$ cat config.mk
export PLATFORM = sky130hd
export DESIGN_NAME = cpu_flags_stack_pointer
export DESIGN_NICKNAME = d
export VERILOG_FILES = /design/src/ccsp_pkg.sv /design/src/cpu_flags_stack_pointer.sv
export SDC_FILE = /design/constraint.sdc
export NUM_CORES = 1
export LEC_CHECK = 0
export CORE_ASPECT_RATIO = 1.1
export CORE_UTILIZATION = 55
export CTS_CLUSTER_DIAMETER = 60
export DETAILED_ROUTE_END_ITERATION = 8
export DONT_BUFFER_PORTS = 1
export GPL_ROUTABILITY_DRIVEN = 0
export GPL_TIMING_DRIVEN = 1
export PLACE_DENSITY_LB_ADDON = 0.05
export SLEW_MARGIN = 30
export SYNTH_ARGS = -nofsm -noshare
export SYNTH_HDL_FRONTEND = slang
export SYNTH_SLANG_ARGS = --single-unit
$ cat constraint.sdc
create_clock -name clk_sys -period 5.9 [get_ports clk_sys]
set_input_delay 0.59 -clock clk_sys [delete_from_list [all_inputs] [get_ports clk_sys]]
set_output_delay 0.59 -clock clk_sys [all_outputs]
set_load 0.01 [all_outputs]
$ cat src/ccsp_pkg.sv
// Function
// - Half-carry set on carry from bit 3 into bit 4 during add.
// - Half-carry cleared by add operations without carry from bit 3.
// - Negative flag copies result bit 7 of last data operation.
// - Zero flag set when last data result is all zeros.
// - Carry set on arithmetic overflow or underflow, else cleared.
// - Carry set/clear instructions force carry; bit test, shift, rotate update it.
// - Branch conditions test half-carry, negative, zero and carry, both senses.
// - Priority bits 5 and 3 encode levels 0..3 as 10, 01, 00, 11.
// - Interrupt entry loads priority bits from serviced vector's priority field.
// - Unmask, mask, interrupt return and condition code write change priority.
// - Whole condition code register can be pushed and popped.
// - Stack pointer addresses next free byte; post-decrement push, pre-increment pop.
// - Stack is 256 bytes; pointer high byte forced by hardware.
// - Reset and stack reinit instruction load pointer with 01ff.
// - Pointer low byte readable and writable by load instruction.
// - Pointer wraps at both limits without any overflow indication.
// - Interrupt save writes program counter low byte first, then lower addresses.
// - Call uses two stack bytes, interrupt context uses five.
// - Interrupt entry saves program counter, index, accumulator, condition code.
// - Interrupt return restores priority bits with rest of context.
package ccsp_pkg;
  // Condition code field positions
  localparam int CARRY_BIT = 0;
  localparam int ZERO_BIT = 1;
  localparam int NEG_BIT = 2;
  localparam int PRIO_LOW_BIT = 3;
  localparam int HALF_BIT = 4;
  localparam int PRIO_HIGH_BIT = 5;
  // Reset values
  localparam logic [7:0] CC_RESET = 8'hfa;
  localparam logic [7:0] CC_FIXED = 8'hc0;
  localparam logic [15:0] SP_RESET = 16'h01ff;
  localparam logic [7:0] SP_HIGH = 8'h01;
  // Frame sizes
  localparam logic [2:0] CALL_BYTES = 3'h2;
  localparam logic [2:0] IRQ_BYTES = 3'h5;
  // Priority codes
  localparam logic [1:0] PRIO_MAIN = 2'h2;
  localparam logic [1:0] PRIO_DISABLE = 2'h3;
  // Core operations
  typedef enum logic [3:0] {
    OP_NONE = 4'b0000, OP_ADD = 4'b0001, OP_ARITH = 4'b0010, OP_LOGIC = 4'b0011,
    OP_CARRY_SET = 4'b0100, OP_CARRY_CLR = 4'b0101, OP_SHIFT = 4'b0110,
    OP_UNMASK = 4'b0111, OP_MASK = 4'b1000, OP_CC_WRITE = 4'b1001,
    OP_SP_RESET = 4'b1010, OP_SP_LOAD = 4'b1011, OP_BITTEST = 4'b1100
  } op_e;
  // Stack sequences
  typedef enum logic [2:0] {
    SEQ_NONE = 3'b000, SEQ_PUSH = 3'b001, SEQ_POP = 3'b010, SEQ_CALL = 3'b011,
    SEQ_RET = 3'b100, SEQ_IRQ = 3'b101, SEQ_INTERRUPT_RETURN_INSTRUCTION = 3'b110
  } seq_e;
  // Branch conditions
  typedef enum logic [2:0] {
    BR_HALF = 3'b000, BR_NOHALF = 3'b001, BR_NEG = 3'b010, BR_POS = 3'b011,
    BR_ZERO = 3'b100, BR_NONZERO = 3'b101, BR_CARRY = 3'b110, BR_NOCARRY = 3'b111
  } br_e;
endpackage

$ cat src/cpu_flags_stack_pointer.sv
`timescale 1ns/10ps
module cpu_flags_stack_pointer (
  input wire logic clk_sys,
  input wire logic rst,
  input wire ccsp_pkg::op_e opCode,
  input wire logic [7:0] result,
  input wire logic carryOut,
  input wire logic halfCarry,
  input wire logic [7:0] writeData,
  input wire ccsp_pkg::seq_e seqStart,
  input wire logic [1:0] vectorPriority,
  input wire logic [7:0] popData,
  input wire ccsp_pkg::br_e branchCond,
  output logic [7:0] condition_code_register,
  output logic [15:0] stack_top_pointer,
  output logic stackWrite,
  output logic stackRead,
  output logic [2:0] frameIndex,
  output logic seqBusy,
  output logic branchTaken
);
  //////////////////////////////////////////////////////////////////////
  // Stack sequencer
  logic [2:0] remaining;
  logic [2:0] frameLen;
  logic pushing;
  logic popIret;
  logic restoreNext;
  logic startPush;
  logic startPop;
  logic [2:0] startLen;
  logic [7:0] spLow;
  logic [7:0] ccStore;

  // Frame length and direction per sequence
  always_comb begin
    startPush = 1'b0;
    startPop = 1'b0;
    startLen = 3'h0;
    unique case (seqStart)
      ccsp_pkg::SEQ_PUSH: begin
        startPush = 1'b1;
        startLen = 3'h1;
      end
      ccsp_pkg::SEQ_POP: begin
        startPop = 1'b1;
        startLen = 3'h1;
      end
      ccsp_pkg::SEQ_CALL: begin
        startPush = 1'b1;
        startLen = ccsp_pkg::CALL_BYTES;
      end
      ccsp_pkg::SEQ_RET: begin
        startPop = 1'b1;
        startLen = ccsp_pkg::CALL_BYTES;
      end
      ccsp_pkg::SEQ_IRQ: begin
        startPush = 1'b1;
        startLen = ccsp_pkg::IRQ_BYTES;
      end
      ccsp_pkg::SEQ_INTERRUPT_RETURN_INSTRUCTION: begin
        startPop = 1'b1;
        startLen = ccsp_pkg::IRQ_BYTES;
      end
      ccsp_pkg::SEQ_NONE: begin
      end
    endcase
  end

  // Byte counter; one stack byte per cycle, requests refused while busy
  always_ff @(posedge clk_sys or posedge rst) begin
    if (rst) begin
      remaining <= 3'h0;
      frameLen <= 3'h0;
      pushing <= 1'b0;
      popIret <= 1'b0;
    end else if (remaining != 3'h0) begin
      remaining <= remaining - 3'h1;
    end else if (startPush || startPop) begin
      remaining <= startLen;
      frameLen <= startLen;
      pushing <= startPush;
      popIret <= (seqStart == ccsp_pkg::SEQ_INTERRUPT_RETURN_INSTRUCTION);
    end
  end

  wire active = (remaining != 3'h0);
  wire doPush = active && pushing;
  wire doPop = active && !pushing;
  // First pop of an interrupt return is the last pushed byte: condition code
  wire firstIretPop = doPop && popIret && (remaining == ccsp_pkg::IRQ_BYTES);
  // Op path not overridden by a restore or a priority load
  wire opFree = !restoreNext && !(seqStart == ccsp_pkg::SEQ_IRQ && !active);

  // Restore strobe lines up with the read strobe of the condition code byte
  always_ff @(posedge clk_sys or posedge rst) begin
    if (rst) begin
      restoreNext <= 1'b0;
    end else begin
      restoreNext <= firstIretPop;
    end
  end

  // Bus strobes; byte 0 of an interrupt frame is program counter low
  always_ff @(posedge clk_sys or posedge rst) begin
    if (rst) begin
      stackWrite <= 1'b0;
      stackRead <= 1'b0;
      frameIndex <= 3'h0;
      seqBusy <= 1'b0;
    end else begin
      stackWrite <= doPush;
      stackRead <= doPop;
      frameIndex <= active ? frameSlot(pushing, frameLen, remaining) : 3'h0;
      seqBusy <= active || startPush || startPop;
    end
  end

  // Position of current byte in the frame, counted from first pushed
  function automatic logic [2:0] frameSlot(input logic p, input logic [2:0] len,
                                           input logic [2:0] r);
    frameSlot = p ? (len - r) : (r - 3'h1);
  endfunction

  //////////////////////////////////////////////////////////////////////
  // Stack pointer low byte, high byte forced
  always_ff @(posedge clk_sys or posedge rst) begin
    if (rst) begin
      spLow <= ccsp_pkg::SP_RESET[7:0];
    end else if (doPush) begin
      spLow <= spLow - 8'h01;
    end else if (doPop) begin
      spLow <= spLow + 8'h01;
    end else if (opCode == ccsp_pkg::OP_SP_RESET) begin
      spLow <= ccsp_pkg::SP_RESET[7:0];
    end else if (opCode == ccsp_pkg::OP_SP_LOAD) begin
      spLow <= writeData;
    end
  end

  // Address presented: pre-increment on pop
  always_ff @(posedge clk_sys or posedge rst) begin
    if (rst) begin
      stack_top_pointer <= ccsp_pkg::SP_RESET;
    end else if (doPop) begin
      stack_top_pointer <= {ccsp_pkg::SP_HIGH, spLow + 8'h01};
    end else begin
      stack_top_pointer <= {ccsp_pkg::SP_HIGH, spLow};
    end
  end

  //////////////////////////////////////////////////////////////////////
  // Condition code flags
  always_ff @(posedge clk_sys or posedge rst) begin
    if (rst) begin
      ccStore <= ccsp_pkg::CC_RESET;
    end else if (restoreNext) begin
      ccStore <= popData | ccsp_pkg::CC_FIXED;
    end else if (seqStart == ccsp_pkg::SEQ_IRQ && !active) begin
      ccStore[ccsp_pkg::PRIO_HIGH_BIT] <= vectorPriority[1];
      ccStore[ccsp_pkg::PRIO_LOW_BIT] <= vectorPriority[0];
    end else begin
      unique case (opCode)
        ccsp_pkg::OP_ADD: begin
          ccStore[ccsp_pkg::HALF_BIT] <= halfCarry;
          ccStore[ccsp_pkg::NEG_BIT] <= result[7];
          ccStore[ccsp_pkg::ZERO_BIT] <= (result == 8'h00);
          ccStore[ccsp_pkg::CARRY_BIT] <= carryOut;
        end
        ccsp_pkg::OP_ARITH, ccsp_pkg::OP_SHIFT: begin
          ccStore[ccsp_pkg::NEG_BIT] <= result[7];
          ccStore[ccsp_pkg::ZERO_BIT] <= (result == 8'h00);
          ccStore[ccsp_pkg::CARRY_BIT] <= carryOut;
        end
        ccsp_pkg::OP_LOGIC: begin
          ccStore[ccsp_pkg::NEG_BIT] <= result[7];
          ccStore[ccsp_pkg::ZERO_BIT] <= (result == 8'h00);
        end
        ccsp_pkg::OP_BITTEST: ccStore[ccsp_pkg::CARRY_BIT] <= carryOut;
        ccsp_pkg::OP_CARRY_SET: ccStore[ccsp_pkg::CARRY_BIT] <= 1'b1;
        ccsp_pkg::OP_CARRY_CLR: ccStore[ccsp_pkg::CARRY_BIT] <= 1'b0;
        ccsp_pkg::OP_UNMASK: begin
          ccStore[ccsp_pkg::PRIO_HIGH_BIT] <= ccsp_pkg::PRIO_MAIN[1];
          ccStore[ccsp_pkg::PRIO_LOW_BIT] <= ccsp_pkg::PRIO_MAIN[0];
        end
        ccsp_pkg::OP_MASK: begin
          ccStore[ccsp_pkg::PRIO_HIGH_BIT] <= ccsp_pkg::PRIO_DISABLE[1];
          ccStore[ccsp_pkg::PRIO_LOW_BIT] <= ccsp_pkg::PRIO_DISABLE[0];
        end
        ccsp_pkg::OP_CC_WRITE: begin
          ccStore <= writeData | ccsp_pkg::CC_FIXED;
        end
        default: begin
        end
      endcase
    end
  end

  always_ff @(posedge clk_sys or posedge rst) begin
    if (rst) begin
      condition_code_register <= ccsp_pkg::CC_RESET;
    end else begin
      condition_code_register <= ccStore | ccsp_pkg::CC_FIXED;
    end
  end

  //////////////////////////////////////////////////////////////////////
  // Branch evaluation
  function automatic logic branchTest(input ccsp_pkg::br_e c, input logic [7:0] cc);
    unique case (c)
      ccsp_pkg::BR_HALF: branchTest = cc[ccsp_pkg::HALF_BIT];
      ccsp_pkg::BR_NOHALF: branchTest = !cc[ccsp_pkg::HALF_BIT];
      ccsp_pkg::BR_NEG: branchTest = cc[ccsp_pkg::NEG_BIT];
      ccsp_pkg::BR_POS: branchTest = !cc[ccsp_pkg::NEG_BIT];
      ccsp_pkg::BR_ZERO: branchTest = cc[ccsp_pkg::ZERO_BIT];
      ccsp_pkg::BR_NONZERO: branchTest = !cc[ccsp_pkg::ZERO_BIT];
      ccsp_pkg::BR_CARRY: branchTest = cc[ccsp_pkg::CARRY_BIT];
      ccsp_pkg::BR_NOCARRY: branchTest = !cc[ccsp_pkg::CARRY_BIT];
    endcase
  endfunction

  always_ff @(posedge clk_sys or posedge rst) begin
    if (rst) begin
      branchTaken <= 1'b0;
    end else begin
      branchTaken <= branchTest(branchCond, ccStore);
    end
  end

  //////////////////////////////////////////////////////////////////////
  // Checks
  // Fixed bits and pointer shape
  a_fixed_bits: assert property (@(posedge clk_sys) disable iff (rst)
    condition_code_register[7:6] == 2'b11) else $error("fixed bits not one");
  a_sp_high: assert property (@(posedge clk_sys) disable iff (rst)
    stack_top_pointer[15:8] == ccsp_pkg::SP_HIGH) else $error("pointer high byte changed");

  // Pointer movement
  a_push_dec: assert property (@(posedge clk_sys) disable iff (rst)
    doPush |=> spLow == $past(spLow) - 8'h01) else $error("push not decrementing");
  a_pop_inc: assert property (@(posedge clk_sys) disable iff (rst)
    doPop |=> spLow == $past(spLow) + 8'h01) else $error("pop not incrementing");
  a_wrap_push: assert property (@(posedge clk_sys) disable iff (rst)
    (doPush && spLow == 8'h00) |=> spLow == 8'hff)
    else $error("push did not wrap");
  a_sp_reinit: assert property (@(posedge clk_sys) disable iff (rst)
    (opCode == ccsp_pkg::OP_SP_RESET && !active) |=> spLow == 8'hff)
    else $error("reinit failed");
  a_sp_load: assert property (@(posedge clk_sys) disable iff (rst)
    (opCode == ccsp_pkg::OP_SP_LOAD && !active) |=> spLow == $past(writeData))
    else $error("pointer load failed");

  // Stack strobes and frame shape
  a_write_addr: assert property (@(posedge clk_sys) disable iff (rst)
    doPush |=> stackWrite && stack_top_pointer[7:0] == $past(spLow))
    else $error("push address wrong");
  a_read_addr: assert property (@(posedge clk_sys) disable iff (rst)
    doPop |=> stackRead && stack_top_pointer[7:0] == $past(spLow) + 8'h01)
    else $error("pop address wrong");
  a_first_slot: assert property (@(posedge clk_sys) disable iff (rst)
    (doPush && remaining == frameLen) |=> frameIndex == 3'h0)
    else $error("first pushed byte not slot zero");
  a_irq_frame: assert property (@(posedge clk_sys) disable iff (rst)
    (seqStart == ccsp_pkg::SEQ_IRQ && !active) |=> doPush [*5] ##1 !doPush)
    else $error("interrupt frame not five bytes");
  a_interrupt_return_instruction_frame: assert property (@(posedge clk_sys) disable iff (rst)
    (seqStart == ccsp_pkg::SEQ_INTERRUPT_RETURN_INSTRUCTION && !active) |=> doPop [*5] ##1 !doPop)
    else $error("return frame not five bytes");
  a_call_frame: assert property (@(posedge clk_sys) disable iff (rst)
    (seqStart == ccsp_pkg::SEQ_CALL && !active) |=> doPush [*2] ##1 !doPush)
    else $error("call frame not two bytes");
  a_ret_frame: assert property (@(posedge clk_sys) disable iff (rst)
    (seqStart == ccsp_pkg::SEQ_RET && !active) |=> doPop [*2] ##1 !doPop)
    else $error("return not two bytes");
  a_busy_refuse: assert property (@(posedge clk_sys) disable iff (rst)
    (active && remaining != 3'h1) |=> frameLen == $past(frameLen) && active)
    else $error("request taken while busy");

  // Priority bits
  a_prio_load: assert property (@(posedge clk_sys) disable iff (rst)
    (seqStart == ccsp_pkg::SEQ_IRQ && !active) |=> {ccStore[5], ccStore[3]} == $past(vectorPriority))
    else $error("priority not loaded");
  a_prio_mask: assert property (@(posedge clk_sys) disable iff (rst)
    (opCode == ccsp_pkg::OP_MASK && opFree) |=> ccStore[5] && ccStore[3])
    else $error("mask level wrong");
  a_prio_unmask: assert property (@(posedge clk_sys) disable iff (rst)
    (opCode == ccsp_pkg::OP_UNMASK && opFree) |=> ccStore[5] && !ccStore[3])
    else $error("main level wrong");
  a_restore_read: assert property (@(posedge clk_sys) disable iff (rst)
    restoreNext |-> stackRead) else $error("restore outside read strobe");
  a_interrupt_return_instruction_restore: assert property (@(posedge clk_sys) disable iff (rst)
    restoreNext |=> ccStore == ($past(popData) | ccsp_pkg::CC_FIXED))
    else $error("context not restored");

  // Arithmetic flags
  a_half_flag: assert property (@(posedge clk_sys) disable iff (rst)
    (opCode == ccsp_pkg::OP_ADD && opFree) |=> ccStore[4] == $past(halfCarry))
    else $error("half carry wrong");
  a_half_clear: assert property (@(posedge clk_sys) disable iff (rst)
    (opCode == ccsp_pkg::OP_ADD && opFree && !halfCarry) |=> !ccStore[4])
    else $error("half carry not cleared");
  a_neg_flag: assert property (@(posedge clk_sys) disable iff (rst)
    (opCode inside {ccsp_pkg::OP_ADD, ccsp_pkg::OP_LOGIC} && opFree)
    |=> ccStore[2] == $past(result[7]))
    else $error("negative flag wrong");
  a_zero_flag: assert property (@(posedge clk_sys) disable iff (rst)
    (opCode == ccsp_pkg::OP_LOGIC && opFree) |=> ccStore[1] == ($past(result) == 8'h00))
    else $error("zero flag wrong");
  a_carry_arith: assert property (@(posedge clk_sys) disable iff (rst)
    (opCode == ccsp_pkg::OP_ARITH && opFree) |=> ccStore[0] == $past(carryOut))
    else $error("carry flag wrong");
  a_carry_set: assert property (@(posedge clk_sys) disable iff (rst)
    (opCode == ccsp_pkg::OP_CARRY_SET && opFree) |=> ##1 condition_code_register[0])
    else $error("carry not set");
  a_carry_clr: assert property (@(posedge clk_sys) disable iff (rst)
    (opCode == ccsp_pkg::OP_CARRY_CLR && opFree) |=> ##1 !condition_code_register[0])
    else $error("carry not cleared");

  // Branch outcome
  a_branch_zero: assert property (@(posedge clk_sys) disable iff (rst)
    (branchCond == ccsp_pkg::BR_ZERO) |=> branchTaken == $past(ccStore[1]))
    else $error("zero branch wrong");
  a_branch_nocarry: assert property (@(posedge clk_sys) disable iff (rst)
    (branchCond == ccsp_pkg::BR_NOCARRY) |=> branchTaken == !$past(ccStore[0]))
    else $error("no carry branch wrong");
endmodule

==> metrics.txt <==
mux cell area share after synthesis=0.0409; commonest cells after routing, fill and taps aside=24 x dfstp_2, 20 x nand2_1, 20 x dfrtp_1; die area=5070 um^2; setup TNS=0 ns; Setup Fix Bufs, Post-CTS=0; Slew HR=0.386; initial antenna violation count=0; Leak=1.10 nW; critical path arrival=2.53 ns; critical path type=reg -> reg; max capacitance violation total=0; Port Buffer Count=0; CP required=6.13 ns; Netlist cell types=61; worst-path fanout max=25; critical path startpoint=remaining[0]; core area=4620 um^2; Compound-Gate Fraction of Synth Area=0.189; cts repair resizes=0; clock root buffer=clkbuf_8; crit share post-route=0.391; final wirelength=5260 um; grt ovf=0; Hold-fix buffers, CTS=0; Mapped Area=2630 um^2; endpoints failing setup=0; xor-xnor portion of the synthesized cell area=0.0433; status=completed; post-synthesis simple-gate area fraction=0.177; I/O Pins=71; first-pass GRT wire length=8140 um; ant diodes=0; RSZ-0062 raised after global routing=no; kind of end point of the critical path=flip-flop; FP Rows=26; Area after DPL=2590 um^2; biggest area consumer among synthesized cells=dfstp_2; YS warnings=0; layout cells sized above 1=0.176; H-tree lvl count=2; combinational family with the most area after synthesis=compound AO/OA/AOI/OAI gates; CTS tree=done; Total GRT Usage=0.218; synthesized flop and latch total=44; Area contributors post-synth=dfstp_2 24%, dfrtp_1 19%, buf_4 2.9%; via/cell ratio=6.06; Tmin final=2.31 ns; drt drc=0; hpwl dp=3620 um; EDFF count, synth=0; worst reg-to-reg path cell count=6; Avg WL per Cell=16.6 um; 1st-iter DRT viols=178; post-synthesis sequential area ratio=0.430; Reg2Reg Capture Point=spLow[5]; maximum vdd drop=0.000218 V; Post-Synth Adder-Cell Area=0.0361; reg-to-reg startpoint=remaining[0]; post-synthesis cell count=273; register clock-pin slew on the reported worst setup and hold paths=0.08 ns; Die Wd=68.0 um; Synth Flop Type=dfstp_2; Async SR Flop Fraction=1.00; Hold Crit Class=in -> async; # nets final=307; # clock sinks=44; commonest non-fill, non-tap cell in the layout=dfstp_2; CP Launch Type=flip-flop; P per Cell Area=501 nW/um^2; Achievable Freq=434 MHz; Mean Syn Cell Area=9.64 um^2; Syn-to-layout area delta=2.52%; final instance area=2700 um^2; Clk Latency, worst-skew pair=0.30 ns; Die H=74.5 um; Inserted Clock Buffers=5; DRT antenna net count=0; number of global-route vias before repair=1674; share of the synthesized area in the top cell type=0.240; clock skew=0.00696 ns; Tightest Pin Transition=0.921 ns; final hold violation count=0; Slew Limit Fails=0; Starting Density=0.570; reg-to-reg slack, setup=3.59 ns; DRT Pass-1 Iters=5; largest net degree at the start of global routing=33; Vias=1922; Bufs on Longest Clock Path=2
==> per-stage QoR <==
| stage | power [mW] | utilization | hold WS, ns | setup WS, ns | instances |
|---|---|---|---|---|---|
| 2_1_floorplan | 1.04 | - | 0.357 | 3.94 | 281 |
| 3_3_place_gp | 1.12 | 0.560 | 0.362 | 3.62 | 309 |
| 3_5_place_dp | 1.13 | 0.560 | 0.365 | 3.62 | 309 |
| 4_1_cts | 1.36 | 0.584 | 0.113 | 3.59 | 317 |
| 5_1_grt | 1.46 | 0.584 | 0.125 | 3.43 | 317 |
| 6_report | 1.35 | 0.584 | 0.104 | 3.59 | 317 |
==> cells by family after synthesis <==
family          after synthesis
simple gates                 84
compound gates               70
flops                        44
buf+inv                      44
xor+xnor                     13
mux                           9
fa+ha+maj                     7
other cells                   2
==> metal layers <==
metal	global-route usage	wire length, um
met1	0.283	2300
met2	0.349	2660
met3	0.0598	234
met4	0.0694	65
met5	0	0
==> sequential cells by signal (all words and copies together) (netlist names) <==
name	flops
spLow	8
stack_top_pointer	8
ccStore	6
condition_code_register	6
frameIndex	3
frameLen	3
remaining	3
branchTaken	1
popIret	1
pushing	1
restoreNext	1
seqBusy	1
stackRead	1
stackWrite	1
==> synth_stat cells (6+ instances only) <==
cell,n
nand2_1,20
buf_4,10
xnor2_1,6
nand2b_1,6
dfstp_2,24
o21ai_0,11
inv_1,14
clkbuf_1,17
a21oi_1,14
ha_1,6
nor2b_1,6
dfrtp_1,20
nor3_1,11
nor2_1,15
xor2_1,7
==> area by class of cell <==
class	instances	area [um^2]
fill	418	1920
multi-input combinational	193	1320
sequential	44	1130
tap	56	70.1
clock buffer	5	68.8
inverter	14	52.6
clock inverter	3	42.5
timing repair buffer	2	15.0
==> worst max-delay path by stage <==
stage	cells past startpoint	endpoint	slack, ns
global placement	6	spLow[5]	3.62
finish	6	spLow[5]	3.59
global route	6	spLow[5]	3.43
detailed placement	6	spLow[5]	3.62
floorplan	5	ccStore[1]	3.94
CTS	6	spLow[5]	3.59
==> critical path, stage by stage (launching register included) <==
cell	delay (ns)
dfrtp_1	0.40
inv_1	0.11
ha_1	0.27
nand2b_1	0.67
nor2_1	0.23
a31o_1	0.25
a211o_1	0.28
==> where the power goes <==
part / internal [mW] / leakage, nW / switching (mW) / total (mW)
clock: 0.125 / 0.0541 / 0.103 / 0.228
sequential: 0.498 / 0.486 / 0.163 / 0.661
combinational: 0.223 / 0.556 / 0.239 / 0.462
(Power assumes the default switching activity.)
